$ cat config.mk
export PLATFORM = sky130hd
export DESIGN_NAME = rbs_reset_boot_mux
export DESIGN_NICKNAME = d
export VERILOG_FILES = /design/src/rbs_pkg.sv /design/src/rbs_reset_boot_mux.sv
export SDC_FILE = /design/constraint.sdc
export NUM_CORES = 1
export LEC_CHECK = 0
export ABC_AREA = 1
export BUFFER_PORTS_ARGS = -buffer_cell sky130_fd_sc_hd__buf_2
export CAP_MARGIN = 20
export CORE_MARGIN = 3
export CORE_UTILIZATION = 50
export CTS_BUF_LIST = sky130_fd_sc_hd__clkbuf_4 sky130_fd_sc_hd__clkbuf_8 sky130_fd_sc_hd__clkbuf_16
export DETAILED_ROUTE_END_ITERATION = 8
export PLACE_DENSITY = 0.83
export SETUP_SLACK_MARGIN = 0.4
export SLEW_MARGIN = 15
export SYNTH_ARGS = -nofsm -noshare
export SYNTH_HDL_FRONTEND = slang
export SYNTH_SLANG_ARGS = --single-unit
$ cat constraint.sdc
create_clock -name ref_clk -period 1.9 [get_ports ref_clk]
set_clock_uncertainty 0.1 [all_clocks]
set_input_delay 0.38 -clock ref_clk [delete_from_list [all_inputs] [get_ports ref_clk]]
set_output_delay 0.38 -clock ref_clk [all_outputs]
set_load 0.005 [all_outputs]
$ cat src/rbs_pkg.sv
package rbs_pkg;

    // Start-up lock wait, counted in input-clock cycles
    localparam int unsigned RBS_LOCK_CYCLES = 4096;

    // Register word addresses on the plain register port
    localparam logic [7:0] RBS_ADDR_PM   = 8'h00;
    localparam logic [7:0] RBS_ADDR_SYS  = 8'h04;
    localparam logic [7:0] RBS_ADDR_STAT = 8'h08;

    // Power-management control: clock pin select sits in bit 12
    typedef struct packed {
        logic [18:0] rsvd_hi;
        logic        clk_sel;
        logic [3:0]  rsvd_lo;
        logic [1:0]  div;
        logic [5:0]  mult;
    } rbs_pm_t;
    localparam logic [31:0] RBS_PM_RESET = 32'h0000_0000;

    // System control: data pin mode field
    typedef struct packed {
        logic [28:0] rsvd;
        logic [2:0]  pin_mode;
    } rbs_sys_t;
    localparam logic [31:0] RBS_SYS_RESET = 32'h0000_0000;

    // Read-only status word
    typedef struct packed {
        logic [24:0] rsvd;
        logic        strap_rsvd;
        logic [1:0]  ratio;
        logic [1:0]  boot;
        logic        override;
        logic        run;
    } rbs_stat_t;

    // Strap levels captured while the device reset pin is low
    typedef struct packed {
        logic [1:0] boot;
        logic [1:0] ratio;
    } rbs_strap_t;

    // Strap codes
    localparam logic [1:0] RBS_CODE_00 = 2'h0;
    localparam logic [1:0] RBS_CODE_01 = 2'h1;
    localparam logic [1:0] RBS_CODE_10 = 2'h2;
    localparam logic [1:0] RBS_CODE_11 = 2'h3;

    // Core to input clock ratios per strap code
    localparam logic [5:0] RBS_RATIO_6  = 6'h06;
    localparam logic [5:0] RBS_RATIO_32 = 6'h20;
    localparam logic [5:0] RBS_RATIO_16 = 6'h10;
    localparam logic [1:0] RBS_DIV_ONE  = 2'h0;

    // Data pin modes
    localparam logic [2:0] RBS_PIN_MEM_A   = 3'h0;
    localparam logic [2:0] RBS_PIN_MEM_B   = 3'h1;
    localparam logic [2:0] RBS_PIN_FLAG_HI = 3'h2;
    localparam logic [2:0] RBS_PIN_FLAG_ALL = 3'h3;
    localparam logic [2:0] RBS_PIN_MEM_LO  = 3'h4;
    localparam logic [2:0] RBS_PIN_FLAG_LO = 3'h5;
    localparam logic [2:0] RBS_PIN_RSVD    = 3'h6;
    localparam logic [2:0] RBS_PIN_TRI     = 3'h7;

    typedef enum logic [1:0] {
        RBS_BOOT_SPI_SLAVE,
        RBS_BOOT_SPI_MASTER,
        RBS_BOOT_PARALLEL,
        RBS_BOOT_RSVD
    } rbs_boot_t;

    typedef enum logic [1:0] {
        RBS_OWN_MEM,
        RBS_OWN_FLAG,
        RBS_OWN_PARALLEL_ACQUISITION_PORT,
        RBS_OWN_NONE
    } rbs_own_t;

    typedef enum logic [1:0] {
        RBS_ST_RESET,
        RBS_ST_LOCK,
        RBS_ST_RUN
    } rbs_state_t;

endpackage : rbs_pkg

$ cat src/rbs_reset_boot_mux.sv
`timescale 1ns/1ps
// Function
// RL1: Wait 4096 input clocks after reset, then run.
// RL2: Board holds reset low during power-up.
// RL3: Boot straps stable before reset asserts.
// RL4: Decode boot straps: slave, master, parallel, reserved.
// RL5: Start-up core clock from sampled ratio straps.
// RL6: Ratio codes give 6, 32, 16; 11 reserved.
// RL7: Software ratio override once out of reset.
// RL8: Bit 12 picks PLL clock or reset-out.
// RL9: Board pulses or holds test clock low.
// RL10: Board pulses or holds test reset low.
// RL11: Input clock runs steady at legal rate.
// RL12: Mode field muxes data pins between functions.
// RL13: Modes 000-011 memory, split, all flags.
// RL14: Modes 100, 101 low byte; 111 three-states.
// RL15: Reset-out held until execution begins.
module rbs_reset_boot_mux
    import rbs_pkg::*;
#(
    parameter int unsigned LOCK_CYCLES = RBS_LOCK_CYCLES
)(
    input  wire logic        ref_clk,
    input  wire logic        sys_rst,
    input  wire logic        proc_reset_n,
    input  wire logic [1:0]  boot_mode_strap_bits,
    input  wire logic [1:0]  clock_ratio_strap_bits,
    input  wire logic        pll_clk_in,
    output logic             clock_or_reset_out,
    output logic             core_run,
    output logic             core_reset_n,
    output rbs_boot_t        boot_mode,
    output logic [5:0]       core_mult,
    output logic [1:0]       core_div,
    input  wire logic [7:0]  reg_addr,
    input  wire logic [31:0] reg_wdata,
    input  wire logic        reg_wr,
    input  wire logic        reg_rd,
    output logic [31:0]      reg_rdata,
    input  wire logic [15:0] data_pin_in,
    output logic [15:0]      data_pin_out,
    output logic [15:0]      data_pin_oe,
    input  wire logic [15:0] mem_data_out,
    input  wire logic        mem_data_oe,
    output logic [15:0]      mem_data_in,
    input  wire logic [15:0] flag_out,
    input  wire logic [15:0] flag_oe,
    output logic [15:0]      flag_in,
    output logic [15:0]      parallel_acquisition_port_data_in
);

    // Lock counter is 16 bits wide, so longer waits cannot be counted
    if (LOCK_CYCLES < 2 || LOCK_CYCLES > 65536)
    begin : g_bad_lock
        $error("LOCK_CYCLES out of range");
    end

    rbs_state_t  state;
    rbs_state_t  next_state;
    logic [15:0] lock_cnt;
    rbs_strap_t  strap_q;
    rbs_pm_t     pm_reg;
    rbs_sys_t    sys_reg;
    logic        override;

    // Device reset pin and register bus reset together
    wire logic       dev_rst   = sys_rst | ~proc_reset_n;
    wire logic       lock_done = (lock_cnt == 16'(LOCK_CYCLES - 1));
    wire logic       pm_wr     = reg_wr && (reg_addr == RBS_ADDR_PM);
    wire logic       sys_wr    = reg_wr && (reg_addr == RBS_ADDR_SYS);
    wire logic       running   = (state == RBS_ST_RUN);
    wire logic       rst_out_n = running; // RL15
    wire logic [2:0] pin_mode  = sys_reg.pin_mode;

    // Sequencer: held in reset, lock wait, then run
    always_comb
    begin
        next_state = state;
        unique case (state)
            RBS_ST_RESET: next_state = RBS_ST_LOCK;
            RBS_ST_LOCK:  if (lock_done) next_state = RBS_ST_RUN; // RL1
            RBS_ST_RUN:   next_state = RBS_ST_RUN;
        endcase
    end

    always_ff @(posedge ref_clk)
    begin
        if (dev_rst)
        begin
            state    <= RBS_ST_RESET;
            lock_cnt <= '0;
        end
        else
        begin
            state    <= next_state;
            lock_cnt <= (state == RBS_ST_LOCK) ? lock_cnt + 16'h0001 : '0; // RL1
        end
    end

    // Straps track the pins while reset is low, freeze at release
    always_ff @(posedge ref_clk)
    begin
        if (sys_rst)
            strap_q <= '0;
        else if (!proc_reset_n)
            strap_q <= {boot_mode_strap_bits, clock_ratio_strap_bits}; // RL3 RL5
    end

    // Writes to power management only count once the core runs
    always_ff @(posedge ref_clk)
    begin
        if (dev_rst)
        begin
            pm_reg   <= RBS_PM_RESET;
            sys_reg  <= RBS_SYS_RESET;
            override <= 1'b0;
        end
        else
        begin
            if (pm_wr && running)
            begin
                pm_reg   <= reg_wdata; // RL7
                override <= 1'b1;
            end
            if (sys_wr)
                sys_reg <= reg_wdata; // RL12
        end
    end

    // Strap decodes
    logic [5:0] strap_mult;
    rbs_boot_t  strap_boot;
    always_comb
    begin
        unique case (strap_q.ratio)
            RBS_CODE_00: strap_mult = RBS_RATIO_6; // RL6
            RBS_CODE_01: strap_mult = RBS_RATIO_32;
            RBS_CODE_10: strap_mult = RBS_RATIO_16;
            RBS_CODE_11: strap_mult = RBS_RATIO_6; // Reserved: safest low rate
        endcase
        unique case (strap_q.boot)
            RBS_CODE_00: strap_boot = RBS_BOOT_SPI_SLAVE; // RL4
            RBS_CODE_01: strap_boot = RBS_BOOT_SPI_MASTER;
            RBS_CODE_10: strap_boot = RBS_BOOT_PARALLEL;
            RBS_CODE_11: strap_boot = RBS_BOOT_RSVD;
        endcase
    end

    wire logic [5:0] next_mult = override ? pm_reg.mult : strap_mult; // RL5 RL7
    wire logic [1:0] next_div  = override ? pm_reg.div : RBS_DIV_ONE;
    wire logic       next_clk  = pm_reg.clk_sel ? pll_clk_in : rst_out_n; // RL8

    // Clock configuration and pin outputs come from flops
    always_ff @(posedge ref_clk)
    begin
        if (sys_rst)
        begin
            core_mult          <= RBS_RATIO_6;
            core_div           <= RBS_DIV_ONE;
            boot_mode          <= RBS_BOOT_SPI_SLAVE;
            clock_or_reset_out <= 1'b0;
        end
        else
        begin
            core_mult          <= next_mult;
            core_div           <= next_div;
            boot_mode          <= strap_boot;
            clock_or_reset_out <= next_clk; // RL8 RL15
        end
    end

    assign core_run     = running; // RL1
    assign core_reset_n = rst_out_n;

    // Byte ownership per mode; upper byte goes to the acquisition port in 100/101
    rbs_own_t own_hi;
    rbs_own_t own_lo;
    always_comb
    begin
        unique case (pin_mode)
            RBS_PIN_MEM_A, RBS_PIN_MEM_B:
            begin
                own_hi = RBS_OWN_MEM; // RL13
                own_lo = RBS_OWN_MEM;
            end
            RBS_PIN_FLAG_HI:
            begin
                own_hi = RBS_OWN_FLAG; // RL13
                own_lo = RBS_OWN_MEM;
            end
            RBS_PIN_FLAG_ALL:
            begin
                own_hi = RBS_OWN_FLAG; // RL13
                own_lo = RBS_OWN_FLAG;
            end
            RBS_PIN_MEM_LO:
            begin
                own_hi = RBS_OWN_PARALLEL_ACQUISITION_PORT; // RL14
                own_lo = RBS_OWN_MEM;
            end
            RBS_PIN_FLAG_LO:
            begin
                own_hi = RBS_OWN_PARALLEL_ACQUISITION_PORT; // RL14
                own_lo = RBS_OWN_FLAG;
            end
            RBS_PIN_RSVD, RBS_PIN_TRI:
            begin
                own_hi = RBS_OWN_NONE; // RL14
                own_lo = RBS_OWN_NONE;
            end
        endcase
    end

    // One pin mux per byte; the acquisition port is input only
    genvar gb;
    generate
        for (gb = 0; gb < 2; gb++)
        begin : g_byte
            rbs_own_t   own;
            logic [7:0] nxt_out;
            logic [7:0] nxt_oe;
            logic [7:0] out_q, oe_q, mem_q, flag_q, parallel_acquisition_port_q;
            assign own = (gb == 1) ? own_hi : own_lo;
            assign nxt_out = (own == RBS_OWN_MEM)  ? mem_data_out[gb*8 +: 8] :
                             (own == RBS_OWN_FLAG) ? flag_out[gb*8 +: 8] : 8'h00; // RL12
            assign nxt_oe  = (own == RBS_OWN_MEM)  ? {8{mem_data_oe}} :
                             (own == RBS_OWN_FLAG) ? flag_oe[gb*8 +: 8] : 8'h00;
            always_ff @(posedge ref_clk)
            begin
                if (dev_rst)
                begin
                    out_q  <= 8'h00;
                    oe_q   <= 8'h00;
                    mem_q  <= 8'h00;
                    flag_q <= 8'h00;
                    parallel_acquisition_port_q <= 8'h00;
                end
                else
                begin
                    out_q  <= nxt_out;
                    oe_q   <= nxt_oe;
                    mem_q  <= (own == RBS_OWN_MEM)  ? data_pin_in[gb*8 +: 8] : 8'h00;
                    flag_q <= (own == RBS_OWN_FLAG) ? data_pin_in[gb*8 +: 8] : 8'h00;
                    parallel_acquisition_port_q <= (own == RBS_OWN_PARALLEL_ACQUISITION_PORT) ? data_pin_in[gb*8 +: 8] : 8'h00;
                end
            end
            assign data_pin_out[gb*8 +: 8] = out_q; // One driver per byte slice
            assign data_pin_oe[gb*8 +: 8]  = oe_q;
            assign mem_data_in[gb*8 +: 8]  = mem_q;
            assign flag_in[gb*8 +: 8]      = flag_q;
            assign parallel_acquisition_port_data_in[gb*8 +: 8] = parallel_acquisition_port_q;
        end
    endgenerate

    // Read mux; unmapped addresses read zero
    rbs_stat_t stat;
    assign stat = '{rsvd: '0, strap_rsvd: (strap_q.boot == RBS_CODE_11) ||
                    (strap_q.ratio == RBS_CODE_11), ratio: strap_q.ratio,
                    boot: strap_q.boot, override: override, run: running};
    wire logic [31:0] rd_mux = (reg_addr == RBS_ADDR_PM)   ? pm_reg :
                               (reg_addr == RBS_ADDR_SYS)  ? sys_reg :
                               (reg_addr == RBS_ADDR_STAT) ? stat : 32'h0000_0000;

    // Read data stand only in the cycle after the strobe
    always_ff @(posedge ref_clk)
    begin
        if (sys_rst)
            reg_rdata <= 32'h0000_0000;
        else
            reg_rdata <= reg_rd ? rd_mux : 32'h0000_0000;
    end
endmodule : rbs_reset_boot_mux

Word level (Yosys, flattened, before mapping)
Memories as Yosys holds them, arrays and structs flattened. A register that Yosys moved wholly into a read port is not among the register bits.
Index checks and enable logic that the tools add are counted.
{ "word_totals": {"wordCells": 95, "mem_count": 1, "register_bits": 210, "rom_bits": 32, "in_bits": 115, "out_inout_bits": 125} }
{ "classes": {"eq_ne": 16, "muxes": 19, "n_addsub": 1, "n_bitwise": 11, "n_reduce_logical": 20} }
{ "mem_list": {"columns": ["name", "words", "word_bits", "rd", "rd_clocked_by_memory_dff", "wr", "line_no", "rtl"], "rows": [
  ["(name not given)", 8, 4, 1, 1, 0, "rbs_reset_boot_mux.sv:180", "unique case (pin_mode)"]
]} }
{ "op_table": {"columns": ["op", "count"], "rows": [
  ["32-bit 2-to-1 mux", 2],
  ["8-bit 2-to-1 mux", 8],
  ["2-bit OR reduction", 10],
  ["6-bit one-hot mux with 3 select lines", 1],
  ["16-bit by 1-bit adder with 16-bit output, second input constant", 1],
  ["16-bit by 12-bit equality test with 1-bit output, second input constant", 1],
  ["2-bit equality test, second input constant", 7],
  ["2-bit by 1-bit equality test with 1-bit output, second input constant", 5],
  ["2-bit logical NOT", 5],
  ["1-bit inverter", 10],
  ["8-bit by 3-bit equality test with 1-bit output, second input constant", 1],
  ["8-bit by 4-bit equality test with 1-bit output, second input constant", 1],
  ["8-bit logical NOT", 1],
  ["2-bit one-hot mux with 4 select lines", 1],
  ["7-bit 2-to-1 mux", 1],
  ["3-bit 2-to-1 mux", 2],
  ["6-bit 2-to-1 mux", 1],
  ["2-bit one-hot mux with 3 select lines", 1],
  ["1-bit logical AND", 3],
  ["2-bit 2-to-1 mux", 1],
  ["2-bit inequality test, second input constant", 1],
  ["1-bit logical OR", 1],
  ["1-bit 2-to-1 mux", 1],
  ["1-bit bitwise OR", 1]
]} }

Depth between registers and ports, before layout
Gate-level depths: netlist of run 1.
{ "depth": {"ltp_word": 5, "ltp_mapped": 10, "mapped_depth_nobuf": 10} }

Worst setup path after synthesis of run 1
Ideal clock, no wire load.
{ "synth_timing": {"kind": "input -> register", "start": "in reg_addr[7]", "end": "reg pm_reg[0] (netlist bit)", "required_ns": 1.681, "t_arrival_ns": 1.270, "path_buffers": 1, "cell_stages": 7, "slack_ns": 0.410, "setup_ns": 0.119, "path_cell_list": "nor2_1 nand2_1 nor2_4 nand3_4 clkbuf_1 o21ai_0 a21oi_1"} }
{ "synth_via": {"elab_chain_len": 3} }
{ "synth_rtl": {"columns": ["element", "line_no", "rtl"], "rows": [
  ["start, declared", "rbs_reset_boot_mux.sv:35", "input wire logic [7:0] reg_addr,"],
  ["8-bit logical NOT", "rbs_reset_boot_mux.sv:69", "wire logic pm_wr = reg_wr && (reg_addr == RBS_ADDR_PM);"],
  ["1-bit logical AND", "rbs_reset_boot_mux.sv:69", null],
  ["1-bit logical AND", "rbs_reset_boot_mux.sv:120", "if (pm_wr && running)"],
  ["end signal, assigned", "rbs_reset_boot_mux.sv:122", "pm_reg <= reg_wdata;"],
  ["end, declared", "rbs_reset_boot_mux.sv:62", "rbs_pm_t pm_reg;"]
]} }
No other way between the ends.
A chain may end at the register's enable or synchronous reset.

Worst setup path after layout of run 1
{ "layout_timing": {"start": "reg state[0]", "end": "out core_run"} }
{ "layout_via": {"elab_chain_len": 1} }
{ "layout_rtl": {"columns": ["element", "line_no", "rtl"], "rows": [
  ["start, declared", "rbs_reset_boot_mux.sv:58", "rbs_state_t state;"],
  ["start signal, assigned", "rbs_reset_boot_mux.sv:95", "state <= next_state;"],
  ["2-bit equality test", "rbs_reset_boot_mux.sv:71", "wire logic running = (state == RBS_ST_RUN);"],
  ["end, declared", "rbs_reset_boot_mux.sv:30", "output logic core_run,"]
]} }
No other way between the ends.

==> results.ini, run 1 <==
[floorplan]
die-area_um2=16000
die_h_um=127
coreArea_um2=14000
initial_core_util_pct=51.8
core.rowCount=43
die_w_um=127
io_pins=240

[sta]
whs_ps=14.6
rsz0062_at_grt=true
worst_pin_slew_ps=377
slew_violations=0
final.min_clock_period_ps=1620
setup_tns_ps=0
fmax_mhz=618
slew_headroom_pct=74.8
setup_violations=0
finalHoldViolCount=0
fin_crit_sh_pct=85.2

[yosys]
yosysWarnings=0
yosys.area.top_type=dfxtp_1
synthTopCellsByArea=dfxtp_1 (59%), nor2_1 (10%), o21ai_0 (7.8%), nand2_1 (5.9%), inv_1 (5.4%)
yosysTopAreaCellShare_pct=58.9
synthCells=896
netlist-cell-type-count=29
synth_nets=1017
avgSynthCellArea_um2=8.12
ys_seq_elements=214
synth_seq_area_share_pct=58.9
netlist_area_um2=7280

[finish]
num-nets-final=1278
fillerInstances=1084
syn2layout_area_growth_pct=33.2
drive_above_1_share_pct=29.2
final_common_cell=buf_2
final_cell_mix=buf_2 (237), dfxtp_1 (209), nor2_1 (197)

[setup_path]
start_kind=register
cp_data_arrival_time_ps=1140
cp-end-kind=primary output
required_ps=1420
crit_fanout=4
worstSetupPathType=reg2out
r2r_cells=7

[clock_tree]
root_buffer=clkbuf_16
ctsHtreeMaxLevel=1
path_clk_slew_ps=60
worstSkewPairLatency_ps=490
cts_tree=built
cts.sinks=214
numCtsBuffers=22
cts.path.max_buffers=3

[grt]
grt_util_met3_pct=4.72
met1_usage_pct=25.4
grt_overflow=0
grt_pass1_vias=6228
grt-busiest-layer=met2
grt_pass1_wl_um=30100
antenna_found_initial=1
use_met2_pct=43.2
grt_use_total_pct=22.9
grt_max_degree=34

[drt]
first_iter_violations=392
totalWireLength_um=19200
drc=0
first_pass_iters=5
wl_per_cell_um=14.2
antenna_left=0
vias_per_cell=4.83
via_count=6537

[status]
status=finished clean

[placement]
port_buffers=239
gp_congestion=0.849
dp_hpwl_um=13500

[power]
p_sw_share_pct=20.6
p_leak_nw=4.57
p_per_area_nw_per_um2=955
totalPowerFinal_mw=9.26
clkPwrFrac_pct=45.8
p_sw_mw=1.91
seqPwrFrac_pct=49.3
intPower_mw=7.35
pwr-share-comb_pct=4.8
peakVddDrop_mv=0.656

[job]
maxCapViolCount=0

[min_path]
min_path_cells=3
min_path_type=in2reg

## per-stage QoR
stage               cell area [um^2]  worst slack [ps]  util [%]  std cells
finish                          9690               281      69.0       1354
global route                    9690               239      69.0       1354
CTS                             9620               253      68.5       1351
detailed placement              8710               117      62.0       1298
global placement                8710               146      62.0       1298
floorplan                       7280               410         -        896
## final cells by class
cell class | instances | area (um^2) | share of cell area [%]
Sequential cell | 214 | 4290 | 44.3
Tap cell | 180 | 225 | 2.32
Timing Repair Buffer | 272 | 1530 | 15.8
Inverter | 112 | 425 | 4.39
Antenna cell | 1 | 2.50 | 0.0258
Multi-Input combinational cell | 535 | 2470 | 25.5
Clock buffer | 32 | 674 | 6.96
Clock inverter | 8 | 68.8 | 0.710
## what timing repair did
| action | in CTS | in global routing |
|---|---|---|
| setup endpoints to repair | 35 | 10 |
| pin swaps | 3 | 4 |
| setup buffers | 3 | 2 |
| hold endpoints to repair | 10 | 0 |
| resized for setup | 14 | 18 |
| hold buffers | 10 | 0 |
## worst paths after layout
check                                       startpoint                       endpoint  slack, ps
worst max register to register   state[0]$_SDFFE_PP0P_         pm_reg[5]$_SDFFE_PP0P_        430
worst max-delay path             state[0]$_SDFFE_PP0P_                       core_run        280
worst min-delay path                   mem_data_out[7]  g_byte[0].out_q[7]$_SDFF_PP0_         10
worst min register to register  pm_reg[7]$_SDFFE_PP0P_         core_div[1]$_SDFF_PP0_        350
## power groups by stage
| stage | clock (mW) | combinational, mW | sequential (mW) |
|---|---|---|---|
| floorplan | 0 | 0.163 | 4.67 |
| global placement | 0 | 0.406 | 4.66 |
| detailed placement | 0 | 0.413 | 4.66 |
| CTS | 4.31 | 0.445 | 4.57 |
| global route | 4.55 | 0.504 | 4.57 |
| finish | 4.24 | 0.447 | 4.57 |
## worst max-delay path, stage by stage, from the launching register on
cell,delay [ps]
dfxtp_2,330
inv_2,40
ha_4,170
buf_6,110
## cell usage after synthesis
cell      instances
nand2_2           2
nor2_4            1
clkinv_2          1
buf_2            18
o21a_1            1
inv_1           105
dfxtp_1         214
buf_6             2
clkbuf_1         11
nand2_1         114
xor2_1            1
or2_2             1
inv_2             6
o21ai_1           2
buf_4             2
nor3b_1           1
nor3_1            2
nand4_1           4
nand3_2           2
nor2_2            3
o21ai_0         113
nor2_8            1
nand3_1          15
ha_1              6
xnor2_1           1
nor2_1          203
buf_1             2
a21oi_1          61
nand3_4           1
## routing by layer
metal / routed length (um) / part of all wire [%]
met3: 1370 / 7.2
met1: 7250 / 38
met4: 494 / 2.6
met5: 0 / 0
met2: 10100 / 52
## cell families after synthesis
kind of cell | count (synthesis) | share of synthesized area [%]
and+or+nand+nor | 350 | 19.4
DFF | 214 | 58.9
AOI/OAI and AO/OA | 177 | 12.2
buffers and inverters | 147 | 8.22
adders and majority gates | 6 | 1.03
xor gates and xnor gates | 2 | 0.241
No activity file was read; power rests on OpenSTA's default activity.
==> run 2, diff against run 1 <==
--- a/config.mk
+++ b/config.mk
@@ -9,10 +9,10 @@
 export BUFFER_PORTS_ARGS = -buffer_cell sky130_fd_sc_hd__buf_2
 export CAP_MARGIN = 20
 export CORE_MARGIN = 3
-export CORE_UTILIZATION = 50
-export CTS_BUF_LIST = sky130_fd_sc_hd__clkbuf_4 sky130_fd_sc_hd__clkbuf_8 sky130_fd_sc_hd__clkbuf_16
+export CORE_UTILIZATION = 52
+export CTS_BUF_LIST = sky130_fd_sc_hd__clkbuf_4 sky130_fd_sc_hd__clkbuf_8
 export DETAILED_ROUTE_END_ITERATION = 8
-export PLACE_DENSITY = 0.83
+export PLACE_DENSITY = 0.86
 export SETUP_SLACK_MARGIN = 0.4
 export SLEW_MARGIN = 15
 export SYNTH_ARGS = -nofsm -noshare
==> results.ini, run 2 (synthesized netlist as in run 1, its figures left out) <==
[setup_path]
slowest_stage=dfxtp_2
crit_fanout=3  ; -1
cp-end-kind=primary output
crit_buf_inv=2  ; unchanged
r2r-start=state[0]$_SDFFE_PP0P_
crit_family=flip-flops
worstSetupPathType=reg2out
cp_slowest_stage_delay_ps=340  ; about the same
cp-startpoint=state[0]$_SDFFE_PP0P_
rrSetupSlack_ps=380  ; -50 ps
path_cells=inv_2 > ha_4 > buf_6
start_kind=register
cp_data_arrival_time_ps=1180  ; +40 ps
required_ps=1420  ; about the same

[drt]
drc=0  ; unchanged
first_pass_iters=5  ; unchanged
antenna_left=0  ; unchanged
via_count=7003  ; +7.1%
vias_per_cell=5.01  ; +3.7%
wl_per_cell_um=15.5  ; +9.1%
totalWireLength_um=21600  ; +13%
first_iter_violations=421  ; +7.4%

[sta]
final.min_clock_period_ps=1660  ; +37.9 ps
fmax_mhz=604  ; -2.3%
worst_pin_slew_ps=332  ; -45.1 ps
whs_ps=14.5  ; -0.0265 ps
slew_violations=0  ; unchanged
setup_tns_ps=0  ; unchanged
setup_violations=0  ; unchanged
slew_headroom_pct=77.7  ; +2.9 points
rsz0062_at_grt=true
finalHoldViolCount=0  ; unchanged
fin_crit_sh_pct=87.2  ; +2.0 points

[finish]
final_common_cell=buf_2
final_cell_mix=buf_2 (237), dfxtp_1 (205), nor2_1 (197)
drive_above_1_share_pct=31.4  ; +2.1 points
num-nets-final=1320  ; +3.3%
syn2layout_area_growth_pct=38.2
fillerInstances=946  ; -13%

[status]
status=finished clean

[clock_tree]
cts_tree=built
path_clk_slew_ps=60  ; about the same
cts.path.max_buffers=3  ; unchanged
worstSkewPairLatency_ps=520  ; +30 ps
ctsHtreeMaxLevel=2  ; +1
cts.sinks=214  ; unchanged
root_buffer=clkbuf_8
numCtsBuffers=35  ; +59%

[power]
p_leak_nw=4.75  ; +3.9%
peakVddDrop_mv=0.663  ; +1.2%
totalPowerFinal_mw=9.23  ; -0.28%
p_per_area_nw_per_um2=918  ; -3.9%

[floorplan]
coreArea_um2=13500  ; -4.2%
initial_core_util_pct=54.1  ; +2.3 points
die-area_um2=15400  ; -3.7%
die_h_um=124  ; -1.9%
die_w_um=124  ; -1.9%
core.rowCount=42  ; -2.3%
io_pins=240  ; unchanged

[grt]
grt_use_total_pct=25.6  ; +2.6 points
grt_overflow=0  ; unchanged
grt_pass1_wl_um=32500  ; +7.7%
grt_pass1_vias=6739  ; +8.2%
grt_max_degree=44  ; +29%
antenna_found_initial=2  ; +1

[min_path]
hp-start=reg_wdata[10]
min_path_type=in2reg

[job]
maxCapViolCount=0  ; unchanged

[placement]
port_buffers=239  ; unchanged
gp_congestion=0.856  ; +0.84%
dp_hpwl_um=13600  ; +0.43%

-- run 2: worst min-delay path, delay by kind of cell --
family,cells,cell delay (ps)
AOI/OAI and AO/OA,1,60
buffers and inverters,1,90
and+or+nand+nor,1,60
-- run 2: where the power goes --
group	switching, mW	internal (mW)	total [mW]
clock	1.73	2.44	4.17
combinational	0.261	0.232	0.493
sequential	0.0216	4.55	4.57
-- run 2: layout make-up --
class | count | area (um^2) | area share [%]
sequential | 214 | 4300 | 42.7
timing repair inverter | 2 | 25.0 | 0.249
antenna | 2 | 5.00 | 0.0498
clock inverter | 7 | 85.1 | 0.846
multi-input combinational | 535 | 2480 | 24.7
tap | 176 | 220 | 2.19
clock buffer | 52 | 647 | 6.43
timing repair buffer | 299 | 1860 | 18.5
inverter | 112 | 433 | 4.31
-- run 2: final timing paths --
kind	endpoint	cells after the start
max	core_reset_n	3
min reg2reg	reg_rdata[24]$_SDFF_PP0_	2
max reg2reg	pm_reg[20]$_SDFFE_PP0P_	9
min	pm_reg[10]$_SDFFE_PP0P_	3
-- run 2: what timing repair did --
action,CTS,global route
gates cloned,0,5
resized for setup,12,65
pin swaps,1,4
setup endpoints to repair,35,41
endpoints found under the hold margin,28,0
hold buffers,30,0
setup buffers,1,7
-- run 2: per-layer routing --
metal	part of all wire [%]	wire length (um)	GRT usage (%)	vias to the layer above
li1	-	-	-	3406
met1	37	8000	28.1	3181
met2	51	11000	45.6	340
met3	7.4	1610	5.87	76
met4	4.5	978	13.5	0
met5	0	0	0	-
-- run 2: stage by stage --
stage          utilization [%]  instance area, um^2  setup slack, ps  std cells
2_1_floorplan                -                 7280              410        896
3_3_place_gp              64.8                 8720              155       1295
3_5_place_dp              64.8                 8720             83.8       1295
4_1_cts                   72.9                 9800              210       1385
5_1_grt                   74.7                10100              196       1399
6_report                  74.7                10100              243       1399
